## src/hdl/bbs_pkg.sv

```systemverilog
// Purpose: shared constants for the baseband packet segmenter
// Assumes: byte-wide streams, 32-bit register port
// Notes: offsets are byte addresses on the register port
package bbs_pkg;
    // ---------------------------------------------------------------
    // register map
    // ---------------------------------------------------------------
    localparam logic [7:0] OFS_CTRL = 8'h00;
    localparam logic [7:0] OFS_MTU = 8'h04;
    localparam logic [7:0] OFS_EXT_WORD = 8'h08;
    localparam logic [7:0] OFS_STATUS = 8'h0C;
    localparam logic [7:0] OFS_INT_STATUS = 8'h10;
    localparam logic [7:0] OFS_INT_MASK = 8'h14;
    localparam logic [7:0] OFS_SEQ = 8'h18;

    // field positions
    localparam int CTRL_EN_BIT = 0;
    localparam int INT_SEG_BIT = 0;
    localparam int INT_DONE_BIT = 1;
    localparam int INT_REFUSE_BIT = 2;
    localparam int INT_WIDTH = 3;

    // values after reset, and the mtu floor
    localparam logic [15:0] MTU_RESET = 16'h05DC;
    localparam logic [15:0] MTU_MIN = 16'h0040;
    localparam logic [31:0] EXT_WORD_RESET = 32'h0000_0000;
    localparam logic [15:0] SEQ_RESET = 16'h0000;
    localparam logic [2:0] INT_MASK_RESET = 3'h0;

    // ---------------------------------------------------------------
    // addressing and header constants
    // ---------------------------------------------------------------
    localparam logic [31:0] GROUP_ADDR = 32'hEF00_3330;
    localparam logic [15:0] PORT_BASE = 16'h7530;
    localparam logic [15:0] IP_UDP_RTP_BYTES = 16'h0028;
    localparam logic [15:0] IP_UDP_BYTES = 16'h001C;
    localparam logic [15:0] EXT_BYTES = 16'h0004;
    localparam logic [4:0] HDR_BYTES = 5'h0C;
    localparam logic [4:0] HDR_EXT_BYTES = 5'h10;
    localparam logic [1:0] RTP_VERSION = 2'h2;
    localparam logic [6:0] PAYLOAD_TYPE = 7'h4e;
    localparam logic [3:0] CSRC_COUNT = 4'h0;
    localparam logic PADDING = 1'b0;

    typedef enum logic [1:0] {
        ST_IDLE = 2'b00,
        ST_HDR = 2'b01,
        ST_PAY = 2'b10
    } bbs_state_type;
endpackage

```

## src/hdl/bbs_hdr_mux.sv

```systemverilog
// Purpose: picks one byte of the segment header by its index
// Assumes: index below the header length chosen by the caller
// Notes: purely combinational; the caller registers the byte
`timescale 1ns/1ps
module bbs_hdr_mux (
    input wire logic [4:0] idx,
    input wire logic marker,
    input wire logic ext,
    input wire logic [15:0] seq,
    input wire logic [31:0] ts,
    input wire logic [31:0] ssrc,
    input wire logic [31:0] ext_word,
    output logic [7:0] hdr_byte
);
    // ---------------------------------------------------------------
    // header layout, network byte order
    // ---------------------------------------------------------------
    always_comb begin
        case (idx)
            5'h00: hdr_byte = {bbs_pkg::RTP_VERSION, bbs_pkg::PADDING, ext,
                               bbs_pkg::CSRC_COUNT};
            5'h01: hdr_byte = {marker, bbs_pkg::PAYLOAD_TYPE};
            5'h02: hdr_byte = seq[15:8];
            5'h03: hdr_byte = seq[7:0];
            5'h04: hdr_byte = ts[31:24];
            5'h05: hdr_byte = ts[23:16];
            5'h06: hdr_byte = ts[15:8];
            5'h07: hdr_byte = ts[7:0];
            5'h08: hdr_byte = ssrc[31:24];
            5'h09: hdr_byte = ssrc[23:16];
            5'h0A: hdr_byte = ssrc[15:8];
            5'h0B: hdr_byte = ssrc[7:0];
            // extension right behind the ssrc field
            5'h0C: hdr_byte = ext_word[31:24];
            5'h0D: hdr_byte = ext_word[23:16];
            5'h0E: hdr_byte = ext_word[15:8];
            5'h0F: hdr_byte = ext_word[7:0];
            default: hdr_byte = 8'h00;
        endcase
    end
endmodule

```

## src/hdl/bbs_segmenter.sv

```systemverilog
// Purpose: cuts each baseband packet into segment packets with headers
// Assumes: source gives length, pipe and emission time with the start pulse
// Notes: one segment set in flight at a time; output stage is one register
`timescale 1ns/1ps

module bbs_segmenter (
    input wire logic clk,
    input wire logic nrst,
    // register port
    input wire logic [7:0] reg_addr,
    input wire logic [31:0] reg_wdata,
    input wire logic reg_wr,
    input wire logic reg_rd,
    output logic [31:0] reg_rdata,
    output logic irq,
    // baseband packet source
    input wire logic bb_start,
    input wire logic [31:0] bb_len,
    input wire logic [5:0] bb_pipe,
    input wire logic [31:0] bb_sec,
    input wire logic [31:0] bb_nsec,
    input wire logic bb_signed,
    input wire logic [7:0] bb_data,
    input wire logic bb_valid,
    output logic bb_ready,
    // segment packet output
    output logic [7:0] out_data,
    output logic out_valid,
    input wire logic out_ready,
    output logic out_first,
    output logic out_last,
    output logic [31:0] out_dst_addr,
    output logic [15:0] out_dst_port,
    output logic [15:0] out_len,
    output logic out_marker,
    output logic [15:0] out_seq,
    output logic [31:0] out_ts,
    output logic [31:0] out_ssrc,
    output logic out_ext
);
    // ---------------------------------------------------------------
    // helpers
    // ---------------------------------------------------------------
    // payload room left by the mtu once all headers are counted
    function automatic logic [15:0] pay_room(input logic [15:0] mtu, input logic sgn);
        pay_room = mtu - bbs_pkg::IP_UDP_RTP_BYTES - (sgn ? bbs_pkg::EXT_BYTES : 16'h0000);
    endfunction

    function automatic logic [15:0] seg_size(input logic [31:0] rem, input logic [15:0] room);
        seg_size = (rem > {16'h0000, room}) ? room : rem[15:0];
    endfunction

    // ---------------------------------------------------------------
    // state
    // ---------------------------------------------------------------
    bbs_pkg::bbs_state_type state_reg;
    logic [31:0] len_reg;
    logic [31:0] rem_reg;
    logic [15:0] seg_reg;
    logic [4:0] hdr_idx_reg;
    logic set_first_reg;
    logic [15:0] seq_reg;
    logic [31:0] ts_reg;
    logic [5:0] pipe_reg;
    logic signed_reg;
    logic ctrl_en_reg;
    logic [15:0] mtu_reg;
    logic [31:0] ext_word_reg;
    logic [2:0] int_status_reg;
    logic [2:0] int_mask_reg;
    logic [2:0] events;
    logic stage_free;
    logic hdr_emit;
    logic pay_emit;
    logic start_ok;
    logic seg_end;
    logic [4:0] hdr_len;
    logic [7:0] hdr_byte;
    logic [15:0] room;

    assign stage_free = !out_valid || out_ready;
    assign hdr_emit = (state_reg == bbs_pkg::ST_HDR) && stage_free;
    assign pay_emit = (state_reg == bbs_pkg::ST_PAY) && stage_free && bb_valid;
    assign bb_ready = (state_reg == bbs_pkg::ST_PAY) && stage_free;
    assign start_ok = bb_start && ctrl_en_reg && (state_reg == bbs_pkg::ST_IDLE)
                      && (bb_len != 32'h0000_0000);
    assign seg_end = pay_emit && (seg_reg == 16'h0001);
    assign hdr_len = signed_reg ? bbs_pkg::HDR_EXT_BYTES : bbs_pkg::HDR_BYTES;
    assign room = pay_room(mtu_reg, signed_reg);

    // ---------------------------------------------------------------
    // segment sequencer
    // ---------------------------------------------------------------
    // a start pulse is only taken when idle; the count of bytes left in the
    // set decides between a new header and going back to idle
    always_ff @(posedge clk or negedge nrst) begin
        if (!nrst) begin
            state_reg <= bbs_pkg::ST_IDLE;
            len_reg <= 32'h0000_0000;
            rem_reg <= 32'h0000_0000;
            seg_reg <= 16'h0000;
            hdr_idx_reg <= 5'h00;
            set_first_reg <= 1'b0;
            ts_reg <= 32'h0000_0000;
            pipe_reg <= 6'h00;
            signed_reg <= 1'b0;
        end else begin
            case (state_reg)
                bbs_pkg::ST_IDLE: begin
                    if (start_ok) begin
                        len_reg <= bb_len;
                        rem_reg <= bb_len;
                        seg_reg <= seg_size(bb_len, pay_room(mtu_reg, bb_signed));
                        hdr_idx_reg <= 5'h00;
                        set_first_reg <= 1'b1;
                        ts_reg <= {bb_sec[21:0], bb_nsec[29:20]};
                        pipe_reg <= bb_pipe;
                        signed_reg <= bb_signed;
                        state_reg <= bbs_pkg::ST_HDR;
                    end
                end
                bbs_pkg::ST_HDR: begin
                    if (hdr_emit) begin
                        if (hdr_idx_reg == hdr_len - 5'h01) begin
                            state_reg <= bbs_pkg::ST_PAY;
                        end else begin
                            hdr_idx_reg <= hdr_idx_reg + 5'h01;
                        end
                    end
                end
                bbs_pkg::ST_PAY: begin
                    if (pay_emit) begin
                        rem_reg <= rem_reg - 32'h0000_0001;
                        seg_reg <= seg_reg - 16'h0001;
                        if (seg_end) begin
                            set_first_reg <= 1'b0;
                            hdr_idx_reg <= 5'h00;
                            if (rem_reg == 32'h0000_0001) begin
                                state_reg <= bbs_pkg::ST_IDLE;
                            end else begin
                                seg_reg <= seg_size(rem_reg - 32'h0000_0001, room);
                                state_reg <= bbs_pkg::ST_HDR;
                            end
                        end
                    end
                end
                default: state_reg <= bbs_pkg::ST_IDLE;
            endcase
        end
    end

    // sequence number: one step per finished segment, software may preset it while idle
    always_ff @(posedge clk or negedge nrst) begin
        if (!nrst) begin
            seq_reg <= bbs_pkg::SEQ_RESET;
        end else if (seg_end) begin
            seq_reg <= seq_reg + 16'h0001;
        end else if (reg_wr && reg_addr == bbs_pkg::OFS_SEQ
                     && state_reg == bbs_pkg::ST_IDLE) begin
            seq_reg <= reg_wdata[15:0];
        end
    end

    bbs_hdr_mux u_hdr (
        .idx(hdr_idx_reg),
        .marker(set_first_reg),
        .ext(signed_reg),
        .seq(seq_reg),
        .ts(ts_reg),
        .ssrc(set_first_reg ? len_reg : 32'h0000_0000),
        .ext_word(ext_word_reg),
        .hdr_byte(hdr_byte)
    );

    // ---------------------------------------------------------------
    // output stage
    // ---------------------------------------------------------------
    // one register deep; holding back here stalls both header and payload
    always_ff @(posedge clk or negedge nrst) begin
        if (!nrst) begin
            out_valid <= 1'b0;
            out_data <= 8'h00;
            out_first <= 1'b0;
            out_last <= 1'b0;
        end else if (stage_free) begin
            out_valid <= hdr_emit || pay_emit;
            out_data <= hdr_emit ? hdr_byte : bb_data;
            out_first <= hdr_emit && (hdr_idx_reg == 5'h00);
            out_last <= seg_end;
        end
    end

    // descriptor follows the first header byte so it never changes under
    // the tail of the previous segment
    always_ff @(posedge clk or negedge nrst) begin
        if (!nrst) begin
            out_dst_port <= bbs_pkg::PORT_BASE;
            out_len <= 16'h0000;
            out_marker <= 1'b0;
            out_seq <= 16'h0000;
            out_ts <= 32'h0000_0000;
            out_ssrc <= 32'h0000_0000;
            out_ext <= 1'b0;
        end else if (hdr_emit && hdr_idx_reg == 5'h00) begin
            out_dst_port <= bbs_pkg::PORT_BASE + {10'h000, pipe_reg};
            out_len <= {11'h000, hdr_len} + seg_reg;
            out_marker <= set_first_reg;
            out_seq <= seq_reg;
            out_ts <= ts_reg;
            out_ssrc <= set_first_reg ? len_reg : 32'h0000_0000;
            out_ext <= signed_reg;
        end
    end

    assign out_dst_addr = bbs_pkg::GROUP_ADDR;

    // ---------------------------------------------------------------
    // registers and interrupt
    // ---------------------------------------------------------------
    // mtu clamps low so the payload room can never wrap below zero
    always_ff @(posedge clk or negedge nrst) begin
        if (!nrst) begin
            ctrl_en_reg <= 1'b0;
            mtu_reg <= bbs_pkg::MTU_RESET;
            ext_word_reg <= bbs_pkg::EXT_WORD_RESET;
            int_mask_reg <= bbs_pkg::INT_MASK_RESET;
        end else if (reg_wr) begin
            case (reg_addr)
                bbs_pkg::OFS_CTRL: ctrl_en_reg <= reg_wdata[bbs_pkg::CTRL_EN_BIT];
                bbs_pkg::OFS_MTU: mtu_reg <= (reg_wdata[15:0] < bbs_pkg::MTU_MIN) ?
                                             bbs_pkg::MTU_MIN : reg_wdata[15:0];
                bbs_pkg::OFS_EXT_WORD: ext_word_reg <= reg_wdata;
                bbs_pkg::OFS_INT_MASK: int_mask_reg <= reg_wdata[2:0];
                default: ;
            endcase
        end
    end

    always_comb begin
        events = 3'h0;
        events[bbs_pkg::INT_SEG_BIT] = seg_end;
        events[bbs_pkg::INT_DONE_BIT] = seg_end && (rem_reg == 32'h0000_0001);
        events[bbs_pkg::INT_REFUSE_BIT] = bb_start && !start_ok;
    end

    // read clears, a new event in the same cycle survives the clear
    always_ff @(posedge clk or negedge nrst) begin
        if (!nrst) begin
            int_status_reg <= 3'h0;
        end else if (reg_rd && reg_addr == bbs_pkg::OFS_INT_STATUS) begin
            int_status_reg <= events;
        end else begin
            int_status_reg <= int_status_reg | events;
        end
    end

    assign irq = |(int_status_reg & int_mask_reg);

    // read data stand in the cycle after the strobe only
    always_ff @(posedge clk or negedge nrst) begin
        if (!nrst) begin
            reg_rdata <= 32'h0000_0000;
        end else if (reg_rd) begin
            case (reg_addr)
                bbs_pkg::OFS_CTRL: reg_rdata <= {31'h0000_0000, ctrl_en_reg};
                bbs_pkg::OFS_MTU: reg_rdata <= {16'h0000, mtu_reg};
                bbs_pkg::OFS_EXT_WORD: reg_rdata <= ext_word_reg;
                bbs_pkg::OFS_STATUS: reg_rdata <= {14'h0000, state_reg, seq_reg};
                bbs_pkg::OFS_INT_STATUS: reg_rdata <= {29'h0000_0000, int_status_reg};
                bbs_pkg::OFS_INT_MASK: reg_rdata <= {29'h0000_0000, int_mask_reg};
                bbs_pkg::OFS_SEQ: reg_rdata <= {16'h0000, seq_reg};
                default: reg_rdata <= 32'h0000_0000;
            endcase
        end else begin
            reg_rdata <= 32'h0000_0000;
        end
    end

    // ---------------------------------------------------------------
    // checks
    // ---------------------------------------------------------------
    // helpers: byte position in a segment, last accepted seq and timestamp
    logic [4:0] pos_reg;
    logic [15:0] last_seq_reg;
    logic [31:0] last_ts_reg;
    logic seen_reg;
    always_ff @(posedge clk or negedge nrst) begin
        if (!nrst) begin
            pos_reg <= 5'h00;
            last_seq_reg <= 16'h0000;
            last_ts_reg <= 32'h0000_0000;
            seen_reg <= 1'b0;
        end else if (out_valid && out_ready) begin
            pos_reg <= out_last ? 5'h00 : (pos_reg == 5'h1F ? pos_reg : pos_reg + 5'h01);
            if (out_last) begin
                last_seq_reg <= out_seq;
                last_ts_reg <= out_ts;
                seen_reg <= 1'b1;
            end
        end
    end
endmodule

```

## config.mk

```make
export PLATFORM = sky130hd
export DESIGN_NAME = bbs_segmenter
export DESIGN_NICKNAME = d
export VERILOG_FILES = /design/src/hdl/bbs_pkg.sv /design/src/hdl/bbs_hdr_mux.sv /design/src/hdl/bbs_segmenter.sv
export SDC_FILE = /design/constraint.sdc
export NUM_CORES = 1
export LEC_CHECK = 0
export ABC_AREA = 1
export ABC_CLOCK_PERIOD_IN_PS = 3600
export BUFFER_PORTS_ARGS = -buffer_cell sky130_fd_sc_hd__buf_2
export CAP_MARGIN = 10
export CORE_MARGIN = 3
export CORE_UTILIZATION = 50
export DETAILED_ROUTE_END_ITERATION = 16
export GPL_TIMING_DRIVEN = 1
export PLACE_DENSITY = 0.76
export RECOVER_POWER = 50
export SLEW_MARGIN = 10
export SYNTH_ARGS = -nofsm -noshare
export SYNTH_HDL_FRONTEND = slang
export SYNTH_SLANG_ARGS = --single-unit
```

## constraint.sdc

```tcl
create_clock -name clk -period 3.6 [get_ports clk]
set_clock_uncertainty 0.15 [all_clocks]
set_input_delay 0 -clock clk [delete_from_list [all_inputs] [get_ports clk]]
set_output_delay 0 -clock clk [all_outputs]
set_load 0.005 [all_outputs]
```

==> metrics.csv <==
metric,value,unit
status,finished with violations,
violated checks,"max-capacitance violations, max-slew violations, negative setup slack",
Final WS setup,-0.242,ns
Critical Path AT,4.14,ns
PortBufs,275,
max_cap viols,1,
H-tree depth,2,
Mapped Avg Cell Area,7.74,µm²
post-synth top area share,43.6,%
placed insts,3300,
Final Max Tran Viols,115,
Hold Path Origin,bb_sec[15],
Horiz. Die Dim,203,µm
FP Rows,71,
vias in the first global route,19284,
critical path class,reg -> reg,
Hold Path Depth,4,
HP Class,in -> reg,
highest clock rate,260,MHz
Die Y-Extent,203,µm
number of remaining DRC errors,0,
CTS tree,built,
die area,0.0411,mm²
Vias,19739,
Final Non-Filler Cells,3534,
"Seq/Total Area, Yosys",44.8,%
final hold violations,0,
Reg2Reg Setup Slack,-0.24,ns
Reg2Reg Launch Point,mtu_reg[3],
first-pass GRT wire length,112,mm
leading post-synthesis cells by cell area,"dfrtp_1, nand2_1, o21ai_0, inv_1, nor2_1",
Gate Count Post-Synth,2499,
worst vdd ir,0.455,mV
total negative slack,-3.21,ns
post-DR wirelength/cell,20.9,µm
FF-to-FF path depth,26,
CP Capture Type,register,
antenna violations before repair,0,
Tmin final,3.84,ns
CP Launch Type,register,
Initial DRT Pass Iterations,6,
Clock Path Buffers,3,
cell area power density,648,mW/mm²
total CTS buffers,39,
"Setup violations, final",16,
CP max FO,9,
ant diodes,0,
gpl congestion,0.966,
"FF+latch count, synth",346,
largest net degree at the start of global routing,115,
clock sinks,346,
Initial Util,51.0,%
"Top FF cell, synth",dfrtp_1,
Min-Delay Endpoint,ts_reg[25],
Top Ports,349,
number of synthesized flops with an enable pin,0,
worst reg2reg path endpoint,seg_reg[10],
area delta synth->final,29.2,%
nets@finish,3207,
Worst slew margin,-88.2,%
root buffer cell,clkbuf_16,
Post-DP HPWL,52.2,mm
Slew @ Worst Pin,2.82,ns
Final Cycle Share,107,%
CORE AREA,0.0379,mm²
remaining global-route overflow,0,
Worst EP required,3.90,ns
distinct cell type count after synthesis,60,
Async SR Flop Fraction,100,%
DR vias/cell,5.59,
Lkg Pwr,0.0122,µW
Yosys warnings,0,
synth cell count leaders,"nand2_1, dfrtp_1, inv_1",
Synth area leader,dfrtp_1,
RSZ-0062 raised after global routing,true,
Routed WL,73.8,mm
share of layout cells above drive strength 1,18.3,%
post-route ant nets,0,
Syn Std Cell Area,0.0193,mm²
worst skew pair latency,0.57,ns
global-route usage over all layers,35.2,%
most frequent cell after synthesis,nand2_1,
Clock Pin Slew Worst Setup and Hold Paths,0.07,ns
Iteration-0 DRC Markers,1969,
## per-layer routing
| metal | up-vias | track usage, % | wire (µm) |
|---|---|---|---|
| met3 | 226 | 6.73 | 6150 |
| met2 | 1023 | 56.5 | 34100 |
| met5 | - | 0 | 0 |
| li1 | 9076 | - | - |
| met1 | 9414 | 45.9 | 29100 |
| met4 | 0 | 17.3 | 4400 |
## critical path, stage by stage, from the launching register on
cell	delay, ns
dfstp_2	0.56
inv_2	0.06
ha_4	0.15
inv_2	0.06
nand2_4	0.06
and2_4	0.17
inv_2	0.06
nand4_1	0.21
buf_4	0.21
buf_4	0.12
xor2_1	0.21
buf_4	0.18
ha_4	0.20
a21oi_2	0.15
o21a_1	0.14
nand2_1	0.07
nand2_2	0.06
nand3_2	0.09
nand2_4	0.17
inv_6	0.06
buf_12	0.13
nand2_1	0.05
o21ai_1	0.06
o21ai_1	0.15
inv_1	0.06
nand2_1	0.07
nand2_1	0.04
## stage by stage
step / worst slack [ns] / hold WS [ns] / utilization (%) / cell area, µm² / power [µW]
floorplan: 0.00176 / -0.446 / - / 19500 / 9220
global placement: -0.218 / -0.0190 / 57.2 / 21700 / 11500
detailed placement: -0.333 / -0.0124 / 57.2 / 21700 / 11600
CTS: -0.222 / 0.00743 / 65.0 / 24600 / 16000
global route: -0.483 / 0.0510 / 65.9 / 25000 / 17200
finish: -0.242 / 0.0312 / 65.9 / 25000 / 16200
## repair_timing
item / CTS / global route
hold endpoints to repair: 481 / 0
endpoints found under the setup margin: 16 / 22
pin swaps: 18 / 47
cloned: 1 / 1
gates resized for setup: 32 / 91
hold buffers: 149 / 0
buffers inserted: 7 / 8
## final cells by class
class | instances | area (µm²)
Tap cell | 511 | 639
Fill cell | 3184 | 12900
Multi-Input combinational cell | 1766 | 9480
Inverter | 297 | 1120
Sequential cell | 346 | 8670
Timing Repair Buffer | 546 | 3780
Clock buffer | 51 | 1080
Clock inverter | 17 | 216
## cell usage in the layout (no fill, tap or decap), types with 42 or more instances in the layout
cell type / instances
nand2_1: 613
dfrtp_1: 337
inv_1: 272
o21ai_0: 252
nor2_1: 220
buf_2: 191
dlygate4sd3_1: 149
buf_4: 110
a21oi_1: 96
clkbuf_1: 89
nand3_1: 84
nand4_1: 50
xor2_1: 45
o22ai_1: 42
## worst max-delay path by stage
stage / start / endpoint / slack [ns] / cells past startpoint
finish: mtu_reg[3] / seg_reg[10] / -0.24 / 26
global route: mtu_reg[3] / seg_reg[6] / -0.48 / 26
CTS: mtu_reg[3] / seg_reg[6] / -0.22 / 29
detailed placement: mtu_reg[3] / seg_reg[4] / -0.33 / 28
global placement: mtu_reg[3] / seg_reg[15] / -0.22 / 28
floorplan: mtu_reg[3] / seg_reg[4] / 0.002 / 28
## cells by family after synthesis
| logic type | synth area share [%] |
|---|---|
| AOI/OAI and AO/OA | 13.9 |
| xor gates and xnor gates | 2.89 |
| adders and majority gates | 3.47 |
| buffers and inverters | 9.63 |
| DFF | 44.8 |
| muxes | 0.408 |
| other | 0.0388 |
| and+or+nand+nor | 24.8 |
## report_power, final
part	internal, µW	switching (µW)	leakage (µW)
sequential	5060	981	0.00428
clock	2420	1730	0.000638
combinational	2180	3820	0.00725
No activity file was read; power rests on OpenSTA's default activity.
